[config.mk]
export PLATFORM = sky130hd
export DESIGN_NAME = wake_event_status_enable
export DESIGN_NICKNAME = d
export VERILOG_FILES = /design/src/pkg/wake_event_pkg.sv /design/src/hdl/wake_event_status_enable.sv
export SDC_FILE = /design/constraint.sdc
export NUM_CORES = 1
export LEC_CHECK = 0
export BUFFER_PORTS_ARGS = -buffer_cell sky130_fd_sc_hd__buf_4
export CORE_ASPECT_RATIO = 0.5
export CORE_MARGIN = 2
export CORE_UTILIZATION = 41
export CTS_CLUSTER_DIAMETER = 50
export DETAILED_ROUTE_END_ITERATION = 10
export PLACE_DENSITY = 0.8
export SETUP_SLACK_MARGIN = 0.2
export SYNTH_ARGS = -nofsm -noshare
export SYNTH_HDL_FRONTEND = slang
export SYNTH_SLANG_ARGS = --single-unit
[constraint.sdc]
create_clock -name mclk -period 1.25 [get_ports mclk]
set_input_delay 0.1875 -clock mclk [delete_from_list [all_inputs] [get_ports mclk]]
set_output_delay 0.1875 -clock mclk [all_outputs]
set_load 0.005 [all_outputs]
[src/pkg/wake_event_pkg.sv]
// package for the wake event status and enable block
// assumes a 32-bit APB master on the same clock as the block

package wake_event_pkg;

   // register byte offsets on the APB bus
   localparam logic [11:0] ADDR_STATUS  = 12'h000;  // event status byte, write one to clear
   localparam logic [11:0] ADDR_ENABLE  = 12'h004;  // gpio event port 1 enable byte
   localparam logic [11:0] ADDR_WAKECFG = 12'h008;  // wake enables of the controller irqs

   // status byte field positions
   localparam int STS_ALARM      = 0;  // alarm_event_flag
   localparam int STS_PIN_TWELVE = 1;  // kbc_pin_event_flag
   localparam int STS_KEYBOARD   = 2;  // keyboard_wake_irq_flag
   localparam int STS_MOUSE      = 3;  // mouse_wake_irq_flag
   localparam int STS_WIDTH      = 4;  // implemented status bits

   // wake configuration field positions
   localparam int CFG_MOUSE_WAKE = 0;  // mouse irq wake enable
   localparam int CFG_KBD_WAKE   = 1;  // keyboard irq wake enable
   localparam int CFG_WIDTH      = 2;

   // reset values
   localparam logic [3:0] STATUS_RESET  = 4'h0;
   localparam logic [7:0] ENABLE_RESET  = 8'h00;
   localparam logic [1:0] WAKECFG_RESET = 2'h0;

   // event sources from the keyboard/mouse controller and the clock alarm
   typedef struct packed {
      logic mouse_irq;   // mouse section irq
      logic kbd_irq;     // keyboard section irq
      logic pin_twelve;  // controller_port_pin_twelve driven high
      logic alarm;       // enabled clock alarm occurred
   } wake_src_s;

endpackage

[src/hdl/wake_event_status_enable.sv]
// event group 1 status flags, first enable byte and the power management interrupt
// assumes an APB master on mclk; event sources arrive from other clock domains or pins

`timescale 1ns/1ns

module wake_event_status_enable #(
   parameter int ADDR_W   = 12,  // apb address width
   parameter int GPIO_PINS = 8   // pins of gpio event port 1
) (
   input  wire logic                     mclk,
   input  wire logic                     arst_n,
   input  wire logic                     psel,
   input  wire logic                     penable,
   input  wire logic                     pwrite,
   input  wire logic [ADDR_W-1:0]        paddr,
   input  wire logic [31:0]              pwdata,
   output logic      [31:0]              prdata,
   output logic                          pready,
   output logic                          pslverr,
   input  wire wake_event_pkg::wake_src_s wake_src,
   input  wire logic                     kbc_active,
   input  wire logic [GPIO_PINS-1:0]     gpio_event_port,
   input  wire logic [3:0]               flag_enable,
   output logic                          power_mgmt_interrupt,
   output logic                          pm_alarm_flag_clear
);

   // width of the vector that crosses in through the synchronisers
   localparam int SYNC_W = wake_event_pkg::STS_WIDTH + 1 + GPIO_PINS;

   // ---------------------------------------------------------------
   // input synchronisers
   // ---------------------------------------------------------------
   logic [SYNC_W-1:0] async_in;   // raw asynchronous inputs
   logic [SYNC_W-1:0] sync_meta;  // first stage, read only by the second
   logic [SYNC_W-1:0] sync_in;    // second stage, safe to use

   assign async_in = {gpio_event_port, kbc_active, wake_src};

   // one two-stage synchroniser per bit
   // a bit that moves near an edge may land a cycle late; that only delays
   // a flag, and a level that stays up is never lost
   genvar gi;
   generate
      for (gi = 0; gi < SYNC_W; gi++) begin : g_sync
         always_ff @(posedge mclk or negedge arst_n) begin
            if (!arst_n) begin
               sync_meta[gi] <= 1'b0;
               sync_in[gi]   <= 1'b0;
            end else begin
               sync_meta[gi] <= async_in[gi];
               sync_in[gi]   <= sync_meta[gi];
            end
         end
      end
   endgenerate

   // synchronised views
   // slices follow async_in: the struct sits in the low four bits
   logic [3:0]           src_s;     // mouse, keyboard, pin twelve, alarm
   logic                 active_s;  // controller module active
   logic [GPIO_PINS-1:0] gpio_s;    // gpio event port 1 pins

   assign src_s    = sync_in[3:0];
   assign active_s = sync_in[4];
   assign gpio_s   = sync_in[SYNC_W-1:5];

   // ---------------------------------------------------------------
   // apb decode
   // ---------------------------------------------------------------
   logic sel_status;   // status byte addressed
   logic sel_enable;   // enable byte addressed
   logic sel_wakecfg;  // wake configuration addressed
   logic sel_any;      // any mapped register
   logic access;       // access phase of a transfer
   logic wr_status;    // write to the status byte takes effect
   logic wr_enable;    // write to the enable byte takes effect
   logic wr_wakecfg;   // write to the wake configuration takes effect
   logic rd_setup;     // setup phase of a read

   // full address compare, so a stray offset can never alias a register
   assign sel_status  = (paddr == ADDR_W'(wake_event_pkg::ADDR_STATUS));
   assign sel_enable  = (paddr == ADDR_W'(wake_event_pkg::ADDR_ENABLE));
   assign sel_wakecfg = (paddr == ADDR_W'(wake_event_pkg::ADDR_WAKECFG));
   assign sel_any     = sel_status | sel_enable | sel_wakecfg;
   assign access      = psel & penable;
   assign wr_status   = access & pwrite & sel_status;
   assign wr_enable   = access & pwrite & sel_enable;
   assign wr_wakecfg  = access & pwrite & sel_wakecfg;
   assign rd_setup    = psel & ~penable & ~pwrite;

   // the slave never stretches a transfer, so masters see one access cycle
   // zero wait states: read data is already captured in the setup cycle
   assign pready  = 1'b1;
   // unmapped addresses answer with an error and change nothing
   assign pslverr = access & ~sel_any;

   // ---------------------------------------------------------------
   // registers
   // ---------------------------------------------------------------
   logic [3:0]           status;        // sticky event flags
   logic [GPIO_PINS-1:0] enable;        // event_group1_enable_vector bits 7..0
   logic [1:0]           wakecfg;       // mouse and keyboard wake enables
   logic [3:0]           set_vec;       // qualified events this cycle
   logic [3:0]           clr_vec;       // bits written with one
   logic [3:0]           keep_vec;      // set flags not being cleared
   logic [3:0]           next_status;   // status after this edge
   logic                 pending;       // an enabled event is set
   logic [31:0]          rdata_mux;     // read data before capture
   logic [7:0]           wdata_byte;    // low byte of write data

   assign wdata_byte = pwdata[7:0];

   // sources are levels: one still high after a clear sets its flag again,
   // so software must quiet the source before the clear is final
   // event qualification; a level held high keeps the flag set
   assign set_vec[wake_event_pkg::STS_MOUSE] = src_s[wake_event_pkg::STS_MOUSE]
          & wakecfg[wake_event_pkg::CFG_MOUSE_WAKE] & active_s;
   assign set_vec[wake_event_pkg::STS_KEYBOARD] = src_s[wake_event_pkg::STS_KEYBOARD]
          & wakecfg[wake_event_pkg::CFG_KBD_WAKE] & active_s;
   assign set_vec[wake_event_pkg::STS_PIN_TWELVE] =
          src_s[wake_event_pkg::STS_PIN_TWELVE] & active_s;
   assign set_vec[wake_event_pkg::STS_ALARM] = src_s[wake_event_pkg::STS_ALARM];

   // write one to clear, zero ignored
   assign clr_vec = wr_status ? pwdata[3:0] : 4'h0;

   // set wins over a clear in the same cycle so no event is lost
   assign keep_vec    = status & ~clr_vec;
   assign next_status = keep_vec | set_vec;

   // limitation: the pins keep no status of their own here; a pin that drops
   // before software looks leaves no trace in this block
   // each enable bit gates its own pin; the four flags use the other bytes
   assign pending = (|(gpio_s & enable)) | (|(status & flag_enable));

   // reading has no side effect, so capturing it in setup is harmless
   // read selection; unimplemented bits read as zero
   assign rdata_mux = sel_status  ? {28'h0, status}  :
                      sel_enable  ? {24'h0, enable}  :
                      sel_wakecfg ? {30'h0, wakecfg} : 32'h0;

   // status flags
   // all four flags in one register; the next value is formed above
   always_ff @(posedge mclk or negedge arst_n) begin
      if (!arst_n) begin
         status <= wake_event_pkg::STATUS_RESET;
      end else begin
         status <= next_status;
      end
   end

   // enable byte, plain read/write
   // only the low byte of the bus word reaches the register
   always_ff @(posedge mclk or negedge arst_n) begin
      if (!arst_n) begin
         enable <= GPIO_PINS'(wake_event_pkg::ENABLE_RESET);
      end else if (wr_enable) begin
         enable <= wdata_byte[GPIO_PINS-1:0];
      end
   end

   // wake configuration of the controller irqs
   // stands in for the wake enables held in each controller's own configuration
   always_ff @(posedge mclk or negedge arst_n) begin
      if (!arst_n) begin
         wakecfg <= wake_event_pkg::WAKECFG_RESET;
      end else if (wr_wakecfg) begin
         wakecfg <= pwdata[1:0];
      end
   end

   // read data capture, held after the transfer
   // loading in setup keeps prdata a flop output and still needs no wait state
   always_ff @(posedge mclk or negedge arst_n) begin
      if (!arst_n) begin
         prdata <= 32'h0;
      end else if (rd_setup) begin
         prdata <= rdata_mux;
      end
   end

   // interrupt and the block-status clear strobe, one cycle after cause
   // registered so the pin never glitches, at the cost of one cycle of latency
   always_ff @(posedge mclk or negedge arst_n) begin
      if (!arst_n) begin
         power_mgmt_interrupt <= 1'b0;
         pm_alarm_flag_clear  <= 1'b0;
      end else begin
         power_mgmt_interrupt <= pending;
         pm_alarm_flag_clear  <= clr_vec[wake_event_pkg::STS_ALARM];
      end
   end
endmodule

Word level (Yosys, flattened, before mapping)
Index checks and enable logic that the tools add are counted.
{"block": "word_totals", "output_inout_bits": 36, "wordCells": 65, "mem_bits_ro": 0, "reg_bits": 74, "ram_bits": 0, "memories": 0, "latchBits": 0}
{"block": "op_classes", "n_mul": 0, "magnitude_cmp": 0, "div_mod_pow": 0, "n_shift": 0, "n_bitwise": 24, "addsub": 0, "n_reduce_logical": 3, "n_eq_ne": 2, "muxes": 4}
{"operator": "$mux W8", "count": 2}
{"operator": "$and A1 B1 Y1", "count": 13}
{"operator": "$eq A12 B3 Y1 const B", "count": 1}
{"operator": "$eq A12 B4 Y1 const B", "count": 1}
{"operator": "$logic_not A12 Y1", "count": 1}
{"operator": "$and A4 B4 Y4", "count": 2}
{"operator": "$and A8 B8 Y8", "count": 1}
{"operator": "$reduce_or A8 Y1", "count": 1}
{"operator": "$mux W4", "count": 1}
{"operator": "$not A4 Y4", "count": 1}
{"operator": "$or A4 B4 Y4", "count": 1}
{"operator": "$reduce_or A4 Y1", "count": 1}
{"operator": "$not A1 Y1", "count": 3}
{"operator": "$or A1 B1 Y1", "count": 3}
{"operator": "$mux W2", "count": 1}

Depth between registers and ports, before layout
Gate-level depths: netlist (run 1).
{"block": "depth", "depth_word": 7, "depth_mapped": 4, "mapped_depth_nobuf": 3}

Worst setup path after synthesis (run 1)
OpenSTA, ideal clock, no wires.
{"block": "synth_timing", "path_type": "input -> register", "startpoint": "input paddr[1]", "endpoint": "register enable[0]", "cell_stages": 4, "arrival_ps": 1687, "setup_time_ps": 125, "setup_slack_ps": -562, "path_cell_list": "or4_1 -> buf_2 -> nor4_4 -> mux2_2"}
{"block": "synth_via", "elab_chain_cells": 2}
{"element": "start: declaration", "line": "wake_event_status_enable.sv:15", "source": "input wire logic [ADDR_W-1:0] paddr,"}
{"element": "$eq A12 B3 Y1", "line": "wake_event_status_enable.sv:83", "source": "assign sel_enable = (paddr == ADDR_W'(wake_event_pkg::ADDR_ENABLE));"}
{"element": "$and A1 B1 Y1", "line": "wake_event_status_enable.sv:88", "source": "assign wr_enable = access & pwrite & sel_enable;"}
{"element": "end signal: assignment", "line": "wake_event_status_enable.sv:157", "source": "enable <= GPIO_PINS'(wake_event_pkg::ENABLE_RESET);"}
{"element": "end signal: assignment", "line": "wake_event_status_enable.sv:159", "source": "enable <= wdata_byte[GPIO_PINS-1:0];"}
{"element": "end: declaration", "line": "wake_event_status_enable.sv:102", "source": "logic [GPIO_PINS-1:0] enable;"}
Every way passes these cells.
A chain may end at the register's enable or synchronous reset.

Worst setup path after layout (run 1)
{"block": "layout_timing", "startpoint": "input paddr[1]", "endpoint": "register wakecfg[0]"}
{"block": "layout_via", "elab_chain_cells": 2}
{"element": "$eq A12 B4 Y1", "line": "wake_event_status_enable.sv:84", "source": "assign sel_wakecfg = (paddr == ADDR_W'(wake_event_pkg::ADDR_WAKECFG));"}
{"element": "$and A1 B1 Y1", "line": "wake_event_status_enable.sv:89", "source": "assign wr_wakecfg = access & pwrite & sel_wakecfg;"}
{"element": "end signal: assignment", "line": "wake_event_status_enable.sv:167", "source": "wakecfg <= wake_event_pkg::WAKECFG_RESET;"}
{"element": "end signal: assignment", "line": "wake_event_status_enable.sv:169", "source": "wakecfg <= pwdata[1:0];"}
{"element": "end: declaration", "line": "wake_event_status_enable.sv:103", "source": "logic [1:0] wakecfg;"}
Every way passes these cells.

==> impl_metrics.py, run 1 <==
metrics = {
    "power": {
        "p_clk_frac": 0.363,
        "internal_power_mw": 2.449,
        "power_switching_mw": 0.7180,
        "power_density_mw_per_mm2": 1038,
        "pwr-share-comb": 0.107,
        "seqPwrFrac": 0.530,
        "p_sw_frac": 0.2267,
        "peakVddDrop_mv": 0.6142,
        "p_leak_nw": 1.470,
    },
    "cts": {
        "clk_pin_slew_ps": 90,
        "clock-sinks": 50,
        "htreeDepth": 2,
        "cts_max_path_buffers": 2,
        "cts_tree": "done",
        "cts-buffers-inserted": 5,
        "clk_latency_ps": 310,
        "root_buffer": "clkbuf_8",
    },
    "drt": {
        "first_pass_iters": 4,
        "route.met3.wl_um": 276,
        "drtIter0Drc": 140,
        "wl_met1_mm": 2.068,
        "drc_errors": 0,
        "route.vias.total": 1551,
        "wirelength_mm": 5.031,
        "ant_nets": 0,
        "drt-vias-per-instance": 4.729,
        "met2_length_mm": 2.621,
        "wl_per_cell_um": 15.34,
        "highest-signal-layer": "met4",
    },
    "sta": {
        "timing.hold.ws_ps": 107.3,
        "slew_violations": 0,
        "rsz0062_at_grt": "yes",
        "layout_setup_ws_ps": -204.6,
        "relSlewSlack": 0.5980,
        "hold_viol": 0,
        "worst_slew_pin_slew_ps": 603.0,
        "min_period_ps": 1455,
        "fin_crit_sh": 1.164,
        "fmax_ghz": 0.6875,
        "final.setup_skew_ps": 7.164,
        "setup_viol": 14,
    },
    "global_routing": {
        "grt_usage": 0.1716,
        "grt_pass1_vias": 1530,
        "grt_pass1_wl_mm": 7.272,
        "overflow": 0,
        "grt_max_degree": 51,
        "antenna_found_initial": 0,
    },
    "worst_setup_path": {
        "worstPathArrival_ps": 1650,
        "cp.required_ps": 1450,
        "reg2reg_depth": 3,
        "rr_startpoint": "enable[2]$_DFFE_PN0P_",
        "path_max_fanout": 4,
        "reg2reg_slack_ps": 170,
        "critPathKind": "in2reg",
        "rr_endpoint": "power_mgmt_interrupt$_DFF_PN0_",
        "startpoint_type": "primary input",
        "end_kind": "flip-flop",
    },
    "cells_and_area": {
        "multiInputGateArea_um2": 790.8,
        "fin_nets": 323,
        "area_growth_pct": 49.57,
        "diodes": 0,
        "fill_cells": 343,
        "drive_gt1_frac": 0.4574,
        "register_area_mm2": 0.001251,
    },
    "logic_synthesis": {
        "synth_top_area_cell": "dfrtp_1",
        "muxShareOfSynthArea": 0.07607,
        "synth_area_leaders": "dfrtp_1, buf_4, mux2_2",
        "synth_top_family_by_area": "simple AND/OR/NAND/NOR gates",
        "synth_compound_area_frac": 0.07975,
        "yosysTopAreaCellShare": 0.6135,
        "syn_area_mm2": 0.002039,
        "syn_inst": 162,
        "yosys-top-cells-count": "dfrtp_1, buf_4, mux2_2, nand2_1, o21ai_0",
        "synthSimpleGateAreaFrac": 0.1178,
        "synthMostInstantiatedCell": "dfrtp_1",
        "ys_warn_count": 0,
        "yosys_register_bits": 50,
        "ys_seq_area_frac": 0.6135,
        "synth_ff_type": "dfrtp_1",
        "synth_cell_types": 33,
        "synthXorXnorAreaFrac": 0,
        "synth-edff-count": 0,
        "avgSynthCellArea_um2": 12.59,
        "synth_fa_ha_area_frac": 0,
        "async_flop_share": 1.000,
    },
    "min_path": {
        "holdPathStages": 2,
        "whs_endpoint": "enable[7]$_DFFE_PN0P_",
        "hp-start": "pwdata[7]",
        "hold_class": "in2reg",
    },
    "floorplan": {
        "start_util": 0.4192,
        "die_w_um": 103.7,
        "coreArea_mm2": 0.004865,
        "rows": 18,
        "die_h_um": 53.87,
        "die_area_mm2": 0.005588,
        "pin_count": 102,
    },
    "placed_design": {
        "gp_routability_congestion": 0.7942,
        "portBuffers": 52,
        "dp_slack_ps": -580.9,
        "dpl.hpwl_mm": 3.115,
    },
    "outcome": {
        "violations": "negative setup slack",
        "status": "finished with violations",
    },
    "run": {
        "cap_violations": 0,
    },
}
## cell families (layout without fill, tap and decap cells)
kind of cell,after synthesis,in the layout
DFF,50,50
and+or+nand+nor,37,37
buffers and inverters,34,107
AOI/OAI and AO/OA,25,25
muxes,14,14
other,2,25
## registers in the layout, summed over array words and instances, names as in the netlist
signal and flops:
sync_meta 13, enable 8, gpio_s 8, prdata 8, status 4, src_s 3
wakecfg 2, active_s 1, pm_alarm_flag_clear 1, power_mgmt_interrupt 1, set_vec 1
## per-stage QoR
stage / util / power [mW] / TNS [ps] / instances / instance area [um2]
6_report: 0.6271 / 3.167 / -2311 / 328 / 3050
5_1_grt: 0.6271 / 3.283 / -2616 / 328 / 3050
4_1_cts: 0.6075 / 3.169 / -2389 / 323 / 2955
3_5_place_dp: 0.5293 / 1.976 / -8398 / 297 / 2575
3_3_place_gp: 0.5293 / 1.965 / -8016 / 297 / 2575
2_1_floorplan: - / 1.838 / -5428 / 185 / 2180
## worst max-delay path: stages
cell and delay [ps]:
buf_6 90, or4_4 590, buf_6 160, nor4_4 300, mux2_4 330
## worst max path at each step
stage	to	start	slack, ps	depth (start not counted)
finish	wakecfg[0]$_DFFE_PN0P_	paddr[1]	-200	5
global route	wakecfg[1]$_DFFE_PN0P_	paddr[1]	-230	5
CTS	enable[3]$_DFFE_PN0P_	paddr[8]	-190	5
detailed placement	enable[6]$_DFFE_PN0P_	paddr[11]	-580	5
global placement	enable[4]$_DFFE_PN0P_	paddr[11]	-540	5
floorplan	enable[0]$_DFFE_PN0P_	paddr[1]	-500	4
## placed cells by master (no fill, tap or decap), types with 2 or more instances in the layout
master         synthesis  layout
buf_4                 25      65
dfrtp_1               50      50
conb_1                 2      25
dlygate4sd3_1          0      14
buf_6                  0      14
mux2_4                 0      12
nand2_1               10      10
inv_1                  6       6
o21ai_0                8       5
clkbuf_8               0       5
nand3_1                3       3
a31oi_1                3       3
a21oi_1                4       3
a22o_1                 3       3
a221oi_2               0       3
nand4_1                3       3
o21ai_1                0       3
or4_4                  0       2
nor4_2                 0       2
nor4b_2                0       2
and3_1                 2       2
mux2i_1                2       2
or3b_4                 0       2
a22oi_2                0       2
nor4_4                 1       2
## timing repair
action | in CTS | in global routing
setup buffers | 4 | 5
hold endpoints to repair | 63 | 0
pin swaps | 8 | 6
hold buffers | 14 | 0
resized for setup | 24 | 16
cloned | 0 | 0
endpoints found under the setup margin | 19 | 29
## power by group through the flow
stage                     logic (mW)  clock network, mW  registers (mW)
after CTS                      0.320               1.17            1.68
after global routing           0.365               1.23            1.68
final                          0.339               1.15            1.68
after floorplan                0.135                  0            1.70
after global placement         0.260                  0            1.71
after detailed placement       0.267                  0            1.71
## per-layer routing
metal  vias to the layer above  GRT usage
li1                        713          -
met1                       761     0.2043
met2                        71     0.3168
met3                         6    0.03632
met4                         0    0.07432
met5                         -          0
## area by class of cell
| cell class | instances | area share |
|---|---|---|
| Sequential cell | 50 | 0.4102 |
| Multi-Input combinational cell | 101 | 0.2592 |
| Timing Repair Buffer | 93 | 0.2576 |
| Tap cell | 70 | 0.02871 |
| Clock buffer | 5 | 0.02256 |
| Clock inverter | 3 | 0.01436 |
| Inverter | 6 | 0.007383 |
(Power assumes the default switching activity.)
==> run 2, diff against run 1 <==
--- a/config.mk
+++ b/config.mk
@@ -5,13 +5,14 @@
 export SDC_FILE = /design/constraint.sdc
 export NUM_CORES = 1
 export LEC_CHECK = 0
+export ABC_AREA = 1
 export BUFFER_PORTS_ARGS = -buffer_cell sky130_fd_sc_hd__buf_4
 export CORE_ASPECT_RATIO = 0.5
 export CORE_MARGIN = 2
 export CORE_UTILIZATION = 41
 export CTS_CLUSTER_DIAMETER = 50
 export DETAILED_ROUTE_END_ITERATION = 10
-export PLACE_DENSITY = 0.8
+export PLACE_DENSITY = 0.79
 export SETUP_SLACK_MARGIN = 0.2
 export SYNTH_ARGS = -nofsm -noshare
 export SYNTH_HDL_FRONTEND = slang
==> run 2 against run 1 <==
  * The flow now finishes without violations
  * Worst hold slack got worse by 2.4 ps
  * Highest routed layer unchanged
  * First-iteration DRC count rose by 34%
  * Wire length decreased by 13%
  * Design area fell by 0.49%
  * Synthesized area grew 4.7%
  * Core utilization fell by 1.7 points
  * Sequential share of layout area up 0.20 points
  * Largest power group unchanged
==> impl_metrics.py, run 2 <==
metrics = {
    "logic_synthesis": {
        "yosysTopAreaCellShare": 0.5858,
        "syn_area_mm2": 0.002136,
        "ys_warn_count": 0,
        "synth_ff_type": "dfrtp_1",
        "yosys-top-cells-count": "nand2_1, dfrtp_1, buf_4, inv_1, nand3_1",
        "synthMostInstantiatedCell": "nand2_1",
        "ys_seq_area_frac": 0.5858,
        "yosys_register_bits": 50,
        "synth-edff-count": 0,
        "syn_inst": 219,
        "avgSynthCellArea_um2": 9.753,
        "async_flop_share": 1.000,
        "synth_top_area_cell": "dfrtp_1",
        "synth_cell_types": 22,
        "synth_area_leaders": "dfrtp_1, nand2_1, buf_4",
    },
    "cells_and_area": {
        "fin_nets": 375,
        "fin_area_mm2": 0.003035,
        "final_util": 0.6099,
        "drive_gt1_frac": 0.3677,
        "top_register": "sync_meta",
        "largest_reg_flops": 13,
        "final_cell_mix": "nand2_1, buf_4, dfrtp_1, conb_1, inv_1",
        "area_growth_pct": 42.12,
        "diodes": 0,
    },
    "power": {
        "internal_power_mw": 2.417,
        "p_clk_frac": 0.372,
        "p_leak_nw": 1.597,
        "pwr-share-comb": 0.090,
        "power_density_mw_per_mm2": 1025,
        "seqPwrFrac": 0.538,
        "total_power_mw": 3.113,
        "peakVddDrop_mv": 0.7244,
        "p_sw_frac": 0.2236,
        "power_switching_mw": 0.6961,
    },
    "sta": {
        "fin_crit_sh": 0.9612,
        "final.setup_skew_ps": 4.000,
        "setup_tns_ps": 0,
        "setup_viol": 0,
        "rsz0062_at_grt": "yes",
        "hold_viol": 0,
        "min_period_ps": 1201,
        "worst_slew_pin_slew_ps": 603.6,
        "timing.hold.ws_ps": 104.9,
        "relSlewSlack": 0.5976,
        "slew_violations": 0,
        "fmax_ghz": 0.8323,
    },
    "global_routing": {
        "grt_pass1_vias": 1552,
        "grt_pass1_wl_mm": 6.782,
        "grt_usage": 0.1525,
        "overflow": 0,
        "antenna_found_initial": 0,
        "grt_max_degree": 51,
    },
    "floorplan": {
        "pin_count": 102,
        "coreArea_mm2": 0.004977,
        "start_util": 0.4291,
        "die_w_um": 106.1,
        "die_h_um": 55.04,
        "die_area_mm2": 0.005838,
        "rows": 18,
    },
    "placed_design": {
        "dpl.hpwl_mm": 3.033,
        "portBuffers": 52,
        "gp_routability_congestion": 0.8716,
        "place_area_mm2": 0.002580,
    },
    "drt": {
        "route.vias.total": 1656,
        "ant_nets": 0,
        "drt-vias-per-instance": 4.358,
        "wirelength_mm": 4.357,
        "wl_per_cell_um": 11.47,
        "first_pass_iters": 4,
        "drc_errors": 0,
        "drtIter0Drc": 187,
    },
    "worst_setup_path": {
        "worstPathArrival_ps": 1010,
        "cp.required_ps": 1060,
        "end_kind": "output pin",
        "path_max_fanout": 5,
        "critPathKind": "in2out",
        "startpoint_type": "primary input",
    },
    "cts": {
        "root_buffer": "clkbuf_8",
        "cts-buffers-inserted": 5,
        "clk_pin_slew_ps": 90,
        "cts_tree": "done",
        "clk_latency_ps": 300,
        "cts_max_path_buffers": 2,
        "clock-sinks": 50,
        "htreeDepth": 2,
    },
    "outcome": {
        "status": "completed",
    },
    "min_path": {
        "hold_class": "in2reg",
    },
    "run": {
        "cap_violations": 0,
    },
}
## run 2: cell count changes in the layout (fill, tap and decap cells not counted), sizes merged, moves of 3 or more
cell	change
nor4	-5
nand3	+10
mux2	-12
buf	-6
a22o	-3
a31oi	-3
nand2	+59
inv	+18
o21ai	+6
nor2	+11
a21oi	-4
nand4	-3
## run 2: kinds of logic (layout without fill, tap and decap cells)
| kind of cell | Yosys count | count (layout) | share of synthesized area |
|---|---|---|---|
| compound gates | 19 | 19 | 0.06620 |
| buf+inv | 51 | 119 | 0.1406 |
| flops | 50 | 50 | 0.5858 |
| other cells | 2 | 25 | 0.003516 |
| simple gates | 97 | 97 | 0.2039 |
## run 2: critical path, cell delays in order
cell and delay [ps]:
buf_6 100, nor2_4 90, nand2_2 80, nor2_4 210
nand2_2 100, nand2_2 80, nor3b_2 40, buf_4 130
## run 2: area by class of cell
cell class / instances / area, um2
Clock buffer: 5 / 68.82
Clock inverter: 3 / 48.80
Fill cell: 394 / 1942
Inverter: 24 / 90.09
Multi-Input combinational cell: 141 / 747.0
Sequential cell: 50 / 1251
Tap cell: 70 / 87.58
Timing Repair Buffer: 87 / 742.0
## run 2: final timing paths
path / start / endpoint / slack, ps / cells past startpoint
min in group asynchronous: arst_n / src_s[1]$_DFF_PN0_ / 430 / 2
max in group asynchronous: arst_n / gpio_s[2]$_DFF_PN0_ / 410 / 2
min reg2reg: sync_meta[8]$_DFF_PN0_ / gpio_s[3]$_DFF_PN0_ / 360 / 0
min: pwdata[0] / pm_alarm_flag_clear$_DFF_PN0_ / 100 / 3
max reg2reg: enable[0]$_DFFE_PN0P_ / prdata[0]$_DFFE_PN0P_ / 260 / 5
max: paddr[4] / pslverr / 50 / 8
## run 2: per-stage QoR
stage | setup slack [ps] | cells
global route | -22.68 | 380
CTS | 61.67 | 375
detailed placement | -189.4 | 346
global placement | -149.7 | 346
finish | 48.53 | 380
floorplan | 203.5 | 242
## run 2: per-layer routing
metal,global-route usage,part of all wire,vias up
li1,-,-,805
met1,0.1804,0.42,772
met2,0.2914,0.51,73
met3,0.03044,0.059,6
met4,0.05263,0.011,0
met5,0,0,-
## run 2: power groups by stage
| stage | registers, mW | clock network [mW] | logic, mW |
|---|---|---|---|
| after floorplan | 1.70 | 0 | 0.121 |
| after global placement | 1.70 | 0 | 0.214 |
| after detailed placement | 1.71 | 0 | 0.220 |
| after CTS | 1.67 | 1.18 | 0.271 |
| after global routing | 1.68 | 1.24 | 0.314 |
| final | 1.67 | 1.16 | 0.279 |
## run 2: repair_timing
action | 4_1_cts | 5_1_grt
hold buffers | 14 | 0
buffers inserted | 7 | 5
pin swaps | 8 | 12
setup endpoints to repair | 6 | 21
hold endpoints to repair | 63 | 0
resized for setup | 13 | 17
